===== src/inc/pio_pkg.sv =====
// constants, register map and state type for the pio setup completion sequence
package pio_pkg;
  // register byte offsets on the apb port
  localparam logic [7:0] OFS_TASKFILE  = 8'h00;
  localparam logic [7:0] OFS_CMD_ISSUE = 8'h04;
  localparam logic [7:0] OFS_QUEUED    = 8'h08;
  localparam logic [7:0] OFS_IRQ_STAT  = 8'h0C;
  localparam logic [7:0] OFS_IRQ_MASK  = 8'h10;
  localparam logic [7:0] OFS_CTRL      = 8'h14;
  localparam logic [7:0] OFS_CCC_COUNT = 8'h18;
  localparam logic [7:0] OFS_TARGET    = 8'h1C;
  // widths
  localparam int TGT_W  = 4;
  localparam int SLOT_W = 6;
  localparam int NSLOTS = 32;
  localparam int CNT_W  = 16;
  // task file status bit positions
  localparam int STS_ERR_BIT = 0;
  localparam int STS_DRQ_BIT = 3;
  localparam int STS_BSY_BIT = 7;
  // taskfile read word layout
  localparam int TF_ERR_LSB  = 8;
  localparam int TF_BSY_BIT  = 16;
  localparam int TF_DRQ_BIT  = 17;
  // irq status and mask layout
  localparam int IRQ_PSS_BIT = 0;
  localparam int IRQ_GLB_BIT = 1;
  localparam int IRQ_W       = 2;
  // control register layout
  localparam int CTRL_FBS_BIT = 0;
  localparam int CTRL_CCC_BIT = 1;
  localparam int CTRL_W       = 2;
  // reset values and special codes
  localparam logic [7:0]        TF_STATUS_RST = 8'h00;
  localparam logic [7:0]        TF_ERROR_RST  = 8'h00;
  localparam logic [SLOT_W-1:0] NO_SLOT       = 6'h20;
  // sequence states
  typedef enum logic [3:0] {
    st_wait, state_a, state_slot_clear, state_coalesce_count, state_port_irq_set,
    state_global_status_set, state_irq_generate, state_aggressive_power,
    state_fatal_taskfile_error, state_switching_idle, state_port_idle
  } state_t;
endpackage


===== src/hw/target_store.sv =====
// per-target saved variables of the pio setup sequence, one entry per target
`timescale 1ns/1ps
module target_store #(
  parameter int TGT_W  = 4,
  parameter int SLOT_W = 6,
  parameter logic [SLOT_W-1:0] NO_SLOT = 6'h20,
  parameter int BSY_BIT = 7,
  parameter int DRQ_BIT = 3
) (
  input  wire logic              clk,         // system clock
  input  wire logic              rst,         // sync reset, high
  input  wire logic              cap_valid,   // pio setup fis received
  input  wire logic [TGT_W-1:0]  cap_tgt,     // target of that fis
  input  wire logic [7:0]        cap_ests,    // its ending status
  input  wire logic [7:0]        cap_err,     // its error field
  input  wire logic              cap_irq,     // its interrupt bit
  input  wire logic              iss_valid,   // command issued to a target
  input  wire logic [TGT_W-1:0]  iss_tgt,     // target of that command
  input  wire logic [SLOT_W-1:0] iss_slot,    // slot of that command
  input  wire logic              upd,         // update step on idx
  input  wire logic              clr_slot,    // slot retire step on idx
  input  wire logic [TGT_W-1:0]  idx,         // current target
  output logic [7:0]             ests,        // saved ending status at idx
  output logic [7:0]             err,         // saved error at idx
  output logic                   irq_flag,    // saved interrupt bit at idx
  output logic                   pending,     // transfer pending at idx
  output logic                   busy,        // busy shadow at idx
  output logic                   drq,         // data request shadow at idx
  output logic [SLOT_W-1:0]      slot         // issued slot at idx
);
  localparam int N = 1 << TGT_W;

  logic [7:0]        ests_reg [N];
  logic [7:0]        err_reg  [N];
  logic [SLOT_W-1:0] slot_reg [N];
  logic [N-1:0]      irq_reg;
  logic [N-1:0]      pend_reg;
  logic [N-1:0]      busy_reg;
  logic [N-1:0]      drq_reg;

  // every entry only moves when its own index is selected
  for (genvar i = 0; i < N; i++) begin : g_ent
    wire cap_hit = cap_valid && (cap_tgt == TGT_W'(i));
    wire upd_hit = upd && (idx == TGT_W'(i));
    wire clr_hit = clr_slot && (idx == TGT_W'(i));
    wire iss_hit = iss_valid && (iss_tgt == TGT_W'(i));
    always_ff @(posedge clk) begin
      if (rst) begin
        ests_reg[i] <= 8'h00;
        err_reg[i]  <= 8'h00;
        slot_reg[i] <= NO_SLOT;
        irq_reg[i]  <= 1'b0;
        pend_reg[i] <= 1'b0;
        busy_reg[i] <= 1'b0;
        drq_reg[i]  <= 1'b0;
      end else begin
        if (cap_hit) begin
          ests_reg[i] <= cap_ests;
          err_reg[i]  <= cap_err;
          irq_reg[i]  <= cap_irq;
        end
        // a new setup fis wins over the update clearing the pending flag
        if (cap_hit) pend_reg[i] <= 1'b1;
        else if (upd_hit) pend_reg[i] <= 1'b0;
        if (upd_hit) begin
          busy_reg[i] <= ests_reg[i][BSY_BIT];
          drq_reg[i]  <= ests_reg[i][DRQ_BIT];
        end
        if (iss_hit) slot_reg[i] <= iss_slot;
        else if (clr_hit) slot_reg[i] <= NO_SLOT;
      end
    end
  end

  // reads only ever look at the selected target
  assign ests     = ests_reg[idx];
  assign err      = err_reg[idx];
  assign irq_flag = irq_reg[idx];
  assign pending  = pend_reg[idx];
  assign busy     = busy_reg[idx];
  assign drq      = drq_reg[idx];
  assign slot     = slot_reg[idx];
endmodule


===== src/hw/pio_setup_completion_fsm.sv =====
// pio setup completion sequence with apb registers and interrupt line
//
// The address map and register access over APB were left to the implementer.
`timescale 1ns/1ps
module pio_setup_completion_fsm (
  input  wire logic                        CLOCK,        // 200 mhz clock
  input  wire logic                        SYS_RST,      // sync reset, high
  input  wire logic [7:0]                  PADDR,        // apb address
  input  wire logic                        PSEL,         // apb select
  input  wire logic                        PENABLE,      // apb enable
  input  wire logic                        PWRITE,       // apb direction
  input  wire logic [31:0]                 PWDATA,       // apb write data
  output logic [31:0]                      PRDATA,       // apb read data
  output logic                             PREADY,       // apb ready
  output logic                             PSLVERR,      // apb error, unmapped
  input  wire logic                        SETUP_VALID,  // pio setup fis received
  input  wire logic [pio_pkg::TGT_W-1:0]   SETUP_TGT,    // its target
  input  wire logic [7:0]                  SETUP_ESTS,   // its ending status
  input  wire logic [7:0]                  SETUP_ERR,    // its error field
  input  wire logic                        SETUP_IRQ,    // its interrupt bit
  input  wire logic                        ISSUE_VALID,  // command issued pulse
  input  wire logic [pio_pkg::TGT_W-1:0]   ISSUE_TGT,    // its target
  input  wire logic [pio_pkg::SLOT_W-1:0]  ISSUE_SLOT,   // its slot
  input  wire logic                        UPDATE_REQ,   // transfer finished pulse
  input  wire logic [31:0]                 XFER_BYTES,   // bytes moved so far
  output logic                             BC_WR,        // byte count write pulse
  output logic [pio_pkg::SLOT_W-1:0]       BC_SLOT,      // header slot to write
  output logic [31:0]                      BC_VALUE,     // byte count to write
  output logic                             CMD_DONE,     // command retired pulse
  output logic                             FATAL_ERR,    // fatal task file exit
  output logic                             SWITCH_IDLE,  // switching idle exit
  output logic                             PORT_IDLE,    // port idle exit
  output logic                             AGGR_POWER,   // power state exit
  output logic                             BUSY_SEQ,     // sequence running
  output logic                             IRQ           // level interrupt
);
  import pio_pkg::*;

  ////////////////////////////////////////////////////////////////////////////
  // state and registers
  state_t               state_reg, state_next;
  logic [TGT_W-1:0]     cur_tgt_reg;
  logic [TGT_W-1:0]     tgt_sel_reg;
  logic [7:0]           tf_status_reg, tf_error_reg;
  logic [NSLOTS-1:0]    cmd_issue_reg, queued_reg;
  logic [IRQ_W-1:0]     irq_stat_reg, irq_mask_reg;
  logic [CTRL_W-1:0]    ctrl_reg;
  logic [CNT_W-1:0]     ccc_count_reg;
  logic                 irq_reg, pready_reg, pslverr_reg;
  logic [31:0]          prdata_reg;
  logic                 bc_wr_reg, done_reg, fatal_reg, swi_reg, pidle_reg, aggr_reg;
  logic [SLOT_W-1:0]    bc_slot_reg;
  logic [31:0]          bc_value_reg;
  logic                 busy_seq_reg;

  wire [7:0]        st_ests, st_err;
  wire [SLOT_W-1:0] st_slot;
  wire              st_irq, st_pend, st_busy, st_drq;
  wire              in_update, in_clear;

  ////////////////////////////////////////////////////////////////////////////
  // per-target storage
  target_store #(
    .TGT_W   (TGT_W),
    .SLOT_W  (SLOT_W),
    .NO_SLOT (NO_SLOT),
    .BSY_BIT (STS_BSY_BIT),
    .DRQ_BIT (STS_DRQ_BIT)
  ) u_store (
    .clk       (CLOCK),
    .rst       (SYS_RST),
    .cap_valid (SETUP_VALID),
    .cap_tgt   (SETUP_TGT),
    .cap_ests  (SETUP_ESTS),
    .cap_err   (SETUP_ERR),
    .cap_irq   (SETUP_IRQ),
    .iss_valid (ISSUE_VALID),
    .iss_tgt   (ISSUE_TGT),
    .iss_slot  (ISSUE_SLOT),
    .upd       (in_update),
    .clr_slot  (in_clear),
    .idx       (cur_tgt_reg),
    .ests      (st_ests),
    .err       (st_err),
    .irq_flag  (st_irq),
    .pending   (st_pend),
    .busy      (st_busy),
    .drq       (st_drq),
    .slot      (st_slot)
  );

  ////////////////////////////////////////////////////////////////////////////
  // apb decode; one wait state so read data can come from a flop
  wire acc      = PSEL && PENABLE && !pready_reg;
  wire wr_fire  = PSEL && PENABLE && PWRITE && pready_reg;
  wire hit_tf   = (PADDR == OFS_TASKFILE);
  wire hit_ci   = (PADDR == OFS_CMD_ISSUE);
  wire hit_q    = (PADDR == OFS_QUEUED);
  wire hit_is   = (PADDR == OFS_IRQ_STAT);
  wire hit_ie   = (PADDR == OFS_IRQ_MASK);
  wire hit_ctl  = (PADDR == OFS_CTRL);
  wire hit_cnt  = (PADDR == OFS_CCC_COUNT);
  wire hit_tg   = (PADDR == OFS_TARGET);
  wire mapped   = hit_tf | hit_ci | hit_q | hit_is | hit_ie | hit_ctl | hit_cnt | hit_tg;
  wire [31:0] tf_word = {14'h0000, st_drq, st_busy, tf_error_reg, tf_status_reg};
  wire [31:0] rd_mux  = hit_tf  ? tf_word :
                        hit_ci  ? cmd_issue_reg :
                        hit_q   ? queued_reg :
                        hit_is  ? {30'h0000_0000, irq_stat_reg} :
                        hit_ie  ? {30'h0000_0000, irq_mask_reg} :
                        hit_ctl ? {30'h0000_0000, ctrl_reg} :
                        hit_cnt ? {16'h0000, ccc_count_reg} :
                        hit_tg  ? {28'h0000_000, tgt_sel_reg} : 32'h0000_0000;

  ////////////////////////////////////////////////////////////////////////////
  // sequence decode
  assign in_update = (state_reg == state_a);
  assign in_clear  = (state_reg == state_slot_clear);
  wire slot_ok   = (st_slot < NO_SLOT);
  wire [4:0] slot5 = st_slot[4:0];
  wire ccc_go    = ctrl_reg[CTRL_CCC_BIT] && slot_ok && !queued_reg[slot5];
  wire [NSLOTS-1:0] ci_clr = (in_clear && slot_ok) ? (32'h0000_0001 << slot5) : '0;
  wire [NSLOTS-1:0] ci_set = (wr_fire && hit_ci) ? PWDATA : '0;
  wire [IRQ_W-1:0]  is_set = {state_reg == state_global_status_set,
                              state_reg == state_port_irq_set};
  wire [IRQ_W-1:0]  is_w1c = (wr_fire && hit_is) ? PWDATA[IRQ_W-1:0] : '0;

  // next state; exits last one cycle and drive the matching pulse
  always_comb begin
    state_next = state_reg;
    case (state_reg)
      st_wait:
        if (UPDATE_REQ) state_next = state_a;
      state_a:
        if (st_ests[STS_ERR_BIT]) state_next = state_fatal_taskfile_error;
        else if (!st_ests[STS_BSY_BIT] && !st_ests[STS_DRQ_BIT])
          state_next = state_slot_clear;
        else if (st_irq) state_next = state_port_irq_set;
        else if (ctrl_reg[CTRL_FBS_BIT]) state_next = state_switching_idle;
        else state_next = state_port_idle;
      state_slot_clear:
        if (ccc_go) state_next = state_coalesce_count;
        else if (st_irq) state_next = state_port_irq_set;
        else state_next = state_aggressive_power;
      state_coalesce_count:
        state_next = st_irq ? state_port_irq_set : state_aggressive_power;
      state_port_irq_set:
        state_next = irq_mask_reg[IRQ_PSS_BIT] ? state_global_status_set
                                               : state_aggressive_power;
      state_global_status_set:
        state_next = irq_mask_reg[IRQ_GLB_BIT] ? state_irq_generate
                                               : state_aggressive_power;
      state_irq_generate:
        state_next = state_aggressive_power;
      default:
        state_next = st_wait;
    endcase
  end

  // state, current target and exit pulses
  always_ff @(posedge CLOCK) begin
    if (SYS_RST) begin
      state_reg    <= st_wait;
      cur_tgt_reg  <= '0;
      fatal_reg    <= 1'b0;
      swi_reg      <= 1'b0;
      pidle_reg    <= 1'b0;
      aggr_reg     <= 1'b0;
      busy_seq_reg <= 1'b0;
    end else begin
      state_reg    <= state_next;
      if (state_reg == st_wait && UPDATE_REQ) cur_tgt_reg <= tgt_sel_reg;
      fatal_reg    <= (state_next == state_fatal_taskfile_error);
      swi_reg      <= (state_next == state_switching_idle);
      pidle_reg    <= (state_next == state_port_idle);
      aggr_reg     <= (state_next == state_aggressive_power);
      busy_seq_reg <= (state_next != st_wait);
    end
  end

  // task file loads in the update step
  always_ff @(posedge CLOCK) begin
    if (SYS_RST) begin
      tf_status_reg <= TF_STATUS_RST;
      tf_error_reg  <= TF_ERROR_RST;
    end else if (in_update) begin
      tf_status_reg <= st_ests;
      tf_error_reg  <= st_err;
    end
  end

  // slot retire: byte count write, done pulse, issue bit clear
  always_ff @(posedge CLOCK) begin
    if (SYS_RST) begin
      bc_wr_reg    <= 1'b0;
      bc_slot_reg  <= NO_SLOT;
      bc_value_reg <= 32'h0000_0000;
      done_reg     <= 1'b0;
    end else begin
      bc_wr_reg    <= in_clear && slot_ok;
      done_reg     <= in_clear;
      if (in_clear) begin
        bc_slot_reg  <= st_slot;
        bc_value_reg <= XFER_BYTES;
      end
    end
  end

  // software sets issue bits, the sequence clears them; a set wins a same-cycle clear
  always_ff @(posedge CLOCK) begin
    if (SYS_RST) begin
      cmd_issue_reg <= '0;
      ccc_count_reg <= '0;
    end else begin
      cmd_issue_reg <= (cmd_issue_reg & ~ci_clr) | ci_set;
      if (state_reg == state_coalesce_count) ccc_count_reg <= ccc_count_reg + 1'b1;
    end
  end

  // sticky irq status: hardware set wins over a write-one clear
  always_ff @(posedge CLOCK) begin
    if (SYS_RST) begin
      irq_stat_reg <= '0;
      irq_reg      <= 1'b0;
    end else begin
      irq_stat_reg <= (irq_stat_reg & ~is_w1c) | is_set;
      irq_reg      <= (state_reg == state_irq_generate)
                      || (irq_reg && irq_stat_reg[IRQ_GLB_BIT]);
    end
  end

  // software registers and apb answer
  always_ff @(posedge CLOCK) begin
    if (SYS_RST) begin
      queued_reg   <= '0;
      irq_mask_reg <= '0;
      ctrl_reg     <= '0;
      tgt_sel_reg  <= '0;
      pready_reg   <= 1'b0;
      pslverr_reg  <= 1'b0;
      prdata_reg   <= 32'h0000_0000;
    end else begin
      if (wr_fire && hit_q)   queued_reg   <= PWDATA;
      if (wr_fire && hit_ie)  irq_mask_reg <= PWDATA[IRQ_W-1:0];
      if (wr_fire && hit_ctl) ctrl_reg     <= PWDATA[CTRL_W-1:0];
      if (wr_fire && hit_tg)  tgt_sel_reg  <= PWDATA[TGT_W-1:0];
      pready_reg  <= acc;
      pslverr_reg <= acc && !mapped;
      prdata_reg  <= (acc && !PWRITE) ? rd_mux : 32'h0000_0000;
    end
  end

  assign PRDATA      = prdata_reg;
  assign PREADY      = pready_reg;
  assign PSLVERR     = pslverr_reg;
  assign BC_WR       = bc_wr_reg;
  assign BC_SLOT     = bc_slot_reg;
  assign BC_VALUE    = bc_value_reg;
  assign CMD_DONE    = done_reg;
  assign FATAL_ERR   = fatal_reg;
  assign SWITCH_IDLE = swi_reg;
  assign PORT_IDLE   = pidle_reg;
  assign AGGR_POWER  = aggr_reg;
  assign BUSY_SEQ    = busy_seq_reg;
  assign IRQ         = irq_reg;
endmodule


===== config.mk =====
export PLATFORM = sky130hd
export DESIGN_NAME = pio_setup_completion_fsm
export DESIGN_NICKNAME = d
export VERILOG_FILES = /design/src/inc/pio_pkg.sv /design/src/hw/target_store.sv /design/src/hw/pio_setup_completion_fsm.sv
export SDC_FILE = /design/constraint.sdc
export NUM_CORES = 1
export LEC_CHECK = 0
export BUFFER_PORTS_ARGS = -buffer_cell sky130_fd_sc_hd__buf_2
export CAP_MARGIN = 20
export CORE_ASPECT_RATIO = 1.2
export CORE_MARGIN = 8
export CORE_UTILIZATION = 62
export CTS_CLUSTER_SIZE = 8
export DETAILED_ROUTE_END_ITERATION = 16
export GPL_TIMING_DRIVEN = 0
export MAX_ROUTING_LAYER = met4
export PLACE_DENSITY = 0.82
export SYNTH_ARGS = -nofsm -noshare
export SYNTH_HDL_FRONTEND = slang
export SYNTH_HIERARCHICAL = 1
export SYNTH_SLANG_ARGS = --single-unit

===== constraint.sdc =====
create_clock -name CLOCK -period 5.65 [get_ports CLOCK]
set_input_delay 0.565 -clock CLOCK [delete_from_list [all_inputs] [get_ports CLOCK]]
set_output_delay 0.565 -clock CLOCK [all_outputs]
set_load 0.01 [all_outputs]

Word-level counts from Yosys, hierarchy flattened

Memory sizes are Yosys's and may differ from the RTL's. A register that Yosys moved wholly into a read port is not among the register bits.
Cells that the tools add are included.

Register bits after elaboration: 202
Memory bits (writable): 352
Bits of input ports: 111
Output and inout bits: 80
Memories kept: 3

Memories:

| name             | depth | width | read ports | clocked after Yosys merged registers in | write ports | line               | text |
|---|---|---|---|---|---|---|---|
| u_store.err_reg  | 16    | 8     | 1          | 1                                       | 16          | target_store.sv:34 | `logic [7:0] err_reg [N];` |
| u_store.ests_reg | 16    | 8     | 17         | 17                                      | 16          | target_store.sv:33 | `logic [7:0] ests_reg [N];` |
| u_store.slot_reg | 16    | 6     | 1          | 1                                       | 16          | target_store.sv:35 | `logic [SLOT_W-1:0] slot_reg [N];` |

Add/sub/neg operators: 1
$lt $le $gt $ge: 3
Equal/unequal tests: 62
Shift operators: 1
Mux-type cells: 259
Bitwise operators: 78
Reduce and logical (&&, ||, !) cells: 97

Operators by type and width:

| operator                | count |
|---|---|
| $mux W8                 | 32 |
| $mux W6                 | 32 |
| $mux W1                 | 167 |
| $mux W32                | 4 |
| $eq A4 B4 Y1 const B    | 27 |
| $logic_and A1 B1 Y1     | 82 |
| $or A1 B1 Y1            | 71 |
| $eq A4 B3 Y1 const B    | 16 |
| $mux W16                | 4 |
| $mux W4                 | 9 |
| $and A32 B32 Y32        | 1 |
| $eq A4 B2 Y1 const B    | 8 |
| $eq A8 B5 Y1 const B    | 4 |
| $not A32 Y32            | 1 |
| $or A32 B32 Y32         | 1 |
| $shl A1 B5 Y32 const A  | 1 |
| $pmux W4 S7             | 1 |
| $mux W18                | 1 |
| $add A16 B1 Y16 const B | 1 |
| $eq A4 B1 Y1 const B    | 4 |
| $eq A8 B4 Y1 const B    | 2 |
| $logic_not A4 Y1        | 4 |
| $bmux W1 S4             | 3 |
| $eq A8 B3 Y1 const B    | 1 |
| 16 further kinds        | 24 |

Depth between registers and ports, before layout

Word-level depth: 10
Gate-level depth with buffers: 13
Depth with buffers taken out: 8

Hierarchy

The synthesis kept the hierarchy.

Modules (own cells, without submodules):

| module                   | times used | cells an instance | area an instance (sq um) | sequential area each (sq um) |
|---|---|---|---|---|
| target_store             | 1          | 1359              | 19032.0                  | 11851.4 |
| pio_setup_completion_fsm | 1          | 909               | 7818.7                   | 3883.7 |

Least setup slack after synthesis

No wires, ideal clock.

Path type: register to register
From: register cur_tgt_reg[0]
To: register aggr_reg, in the netlist AGGR_POWER
Setup time: 87 ps
Data arrival time: 3048 ps
Required time: 5563 ps
Path slack: 2515 ps
Cell stages (with the launch flop): 13
Clock period less this slack: 3135 ps
Cell sequence: dfxtp_1 > buf_2 > buf_2 > mux4_2 > a22oi_1 > nand2_1 > buf_6 > buf_12 > mux2i_1 > mux4_2 > a32oi_1 > nand4_1 > a221oi_2

Cells in the longest elaborated chain, start to end: 7

Ends and longest elaborated chain:

| what                            | line                            | text |
|---|---|---|
| start, declared                 | pio_setup_completion_fsm.sv:42  | `logic [TGT_W-1:0] cur_tgt_reg;` |
| start signal, assigned          | pio_setup_completion_fsm.sv:172 | `if (state_reg == st_wait && UPDATE_REQ) cur_tgt_reg <= tgt_sel_reg;` |
| $bmux W1 S4 *                   | target_store.sv:78              | `assign irq_flag = irq_reg[idx];` |
| $mux W1 (implied by the code) * | target_store.sv:78              |  |
| $mux W4                         | pio_setup_completion_fsm.sv:138 | `else if (st_irq) state_next = state_port_irq_set;` |
| $mux W4                         | pio_setup_completion_fsm.sv:136 | `else if (!st_ests[STS_BSY_BIT] && !st_ests[STS_DRQ_BIT])` |
| $mux W4                         | pio_setup_completion_fsm.sv:135 | `if (st_ests[STS_ERR_BIT]) state_next = state_fatal_taskfile_error;` |
| $pmux W4 S7 *                   | pio_setup_completion_fsm.sv:131 | `case (state_reg)` |
| $eq A4 B3 Y1 *                  | pio_setup_completion_fsm.sv:176 | `aggr_reg <= (state_next == state_aggressive_power);` |
| end signal, assigned            | pio_setup_completion_fsm.sv:176 |  |
| end, declared                   | pio_setup_completion_fsm.sv:51  | `logic bc_wr_reg, done_reg, fatal_reg, swi_reg, pidle_reg, aggr_reg;` |

Every way passes the cells marked *; elsewhere a longest branch is shown, timed or not. The select of a mux whose other input is x is not followed.
A chain may end at the register's enable or synchronous reset.

Final worst setup path

Same ends and word-level chain as after synthesis.

==> summary.md <==
| Metric | Value |
|---|---|
| Final WS setup | `between 1 and 1.5 ns` |
| Max Used Layer | `met4` |
| Fillers | `about 2800` |
| Syn Inst Count | `2213` |
| Worst reg2reg setup slack | `between 1 and 1.5 ns` |
| Multi-input logic area | `about 0.010 mm2` |
| Outcome | `finished, final reports clean` |
| Full die area | `around 0.049 mm2` |
| All-Layer GR Usage | `0.3223` |
| Pre-CTS WS | `1.390 ns` |
| Met2 wire length | `~39000 um` |
| Vias per Instance | `~6.3` |
| Post-route ant nets | `0` |
| # Post-CTS Setup Buffers | `0` |
| Startpoint Class | `flop` |
| Rows | `82` |
| Peak VDD IR | `between 200 and 300 uV` |
| Overall power | `10480 uW` |
| H-tree levels | `3` |
| Lkg Pwr | `0.01060 uW` |
| Global placement routability congestion | `roughly 0.99` |
| Worst-path fanout max | `10` |
| M1 wire length | `26520 um` |
| Clock root cell | `clkbuf_16` |
| # IOs | `between 150 and 200` |
| # DRC | `0` |
| Worst slew margin | `0.2824` |
| Non-filler cells, final | `3075` |
| Die Span X | `203.7 um` |
| Mapped cell area | `0.02622 mm2` |
| Initial DRC count | `between 2000 and 3000` |
| Max-Cap Viols | `0` |
| Cts repair resizes | `0` |
| WL met3 | `7803 um` |
| Core area | `~0.042 mm2` |
| Finished Core Util | `0.7243` |
| Worst-path cell with the longest stage delay | `a32oi_1` |
| Syn_nets | `around 2300` |
| Final Max Slew Viols | `0` |
| Hold_buf cts | `0` |
| CTS buffer count | `84` |
| Critical Path Sink Type | `flop` |
| Critical path type | `reg2reg` |
| Min Tclk post-route | `~4.3 ns` |
| Initial antenna violation count | `2` |
| Cell Chain, Critical Path | `buf_2, buf_2, mux4_2, a22oi_1, nand2_1, buf_6, buf_12, mux2i_1, mux4_2, a32oi_1, nand4_1, a221oi_2` |
| Starting Density | `0.6279` |
| Synth Warn # | `6` |
| DR pass1 iterations | `6` |
| CTS Buffer Depth | `3` |
| RSZ-0062 raised after global routing | `false` |
| Final Hold Viols | `0` |
| Die H | `241.3 um` |
| Nets | `approximately 2600` |
| Pwr/cell area | `around 350 mW/mm2` |
| Register area | `approximately 0.015 mm2` |
| Syn Area/Cell | `approximately 12 um2` |
| Clock transition at the registers of the reported paths | `approximately 0.05 ns` |
| Worst Hold Class | `in2reg` |
| Max Clk Rate | `230.7 MHz` |
| Commonest cells after routing, fill and taps aside | `edfxtp_1 (352), and2_1 (341), dfxtp_1 (242)` |
| Setup TNS | `0 ns` |
| Crit-path leading delay family | `compound AO/OA/AOI/OAI gates` |
| Port bufs | `between 150 and 200` |
| Vias in the first global route | `between 15000 and 20000` |
| CP peak stage delay | `around 0.64 ns` |
| DP Wirelength | `55440 um` |
| Required time worst endpoint | `around 6.2 ns` |
| Final setup fails | `0` |
| Clk_lat worst skew | `approximately 0.63 ns` |
| Clock Skew | `between 0.03 and 0.04 ns` |
| Share of layout cells above drive strength 1 | `0.1828` |
| Grt ovf | `0` |
| DRT Wirelength | `between 70000 and 80000 um` |
| Synth-to-layout area growth | `15.35%` |
| CP Buf/Inv Count | `4` |
| Largest net degree at the start of global routing | `18` |
| Worst slew pin tran | `approximately 1.1 ns` |
| Worst endpoint data arrival time | `about 4.9 ns` |
| First-pass GRT wire length | `116200 um` |
| TritonCTS clock tree | `yes` |
| Wirelength per Cell | `25.26 um` |
| Commonest non-fill, non-tap cell in the layout | `edfxtp_1` |
| TritonCTS sink count | `594` |
| Vias | `between 15000 and 20000` |
| Final period utilization | `0.7673` |
| Placed Cells | `2951` |
## per-stage QoR
step	hold WS [ns]	area, um2
final	0.1879	30250
after global routing	0.1892	30240
after CTS	0.1656	30230
after detailed placement	0.4470	27940
after global placement	0.4401	27850
after floorplan	0.4357	26220
## cell type report
cell class | count | area share
buffer | 169 | 0.02387
clock buffer | 115 | 0.07335
timing repair buffer | 193 | 0.03351
clock inverter | 6 | 0.002441
antenna | 2 | 0.0001655
multi-input combinational | 1435 | 0.3326
tap | 546 | 0.02259
sequential | 594 | 0.5097
inverter | 15 | 0.001862
## per-layer routing
metal,vias to the layer above,global-route usage
met1,9401,0.3577
li1,8581,-
met2,1231,0.5378
met4,0,0.1839
met5,-,-
met3,260,0.06835
## power breakdown
part	total, uW	switching (uW)	internal (uW)
combinational	1050	699	346
clock	4470	1770	2690
sequential	4970	117	4850
## worst register-to-register path: cells and delay by family, from the launching register on
family,cells,cell delay (ns)
multiplexers,3,1.21
AO/OA/AOI/OAI,3,1.24
flip-flops,1,0.43
AND/OR/NAND/NOR,2,0.35
buffers and inverters,4,1.02
## final timing paths
check,cells past startpoint,to,startpoint
max,12,AGGR_POWER$_SDFF_PP0_,cur_tgt_reg[0]$_SDFFE_PP0P_
min,3,BC_VALUE[25]$_SDFFE_PP0P_,XFER_BYTES[25]
max reg2reg,12,AGGR_POWER$_SDFF_PP0_,cur_tgt_reg[0]$_SDFFE_PP0P_
min reg2reg,2,BC_VALUE[29]$_SDFFE_PP0P_,BC_VALUE[29]$_SDFFE_PP0P_
(Power assumes the default switching activity.)
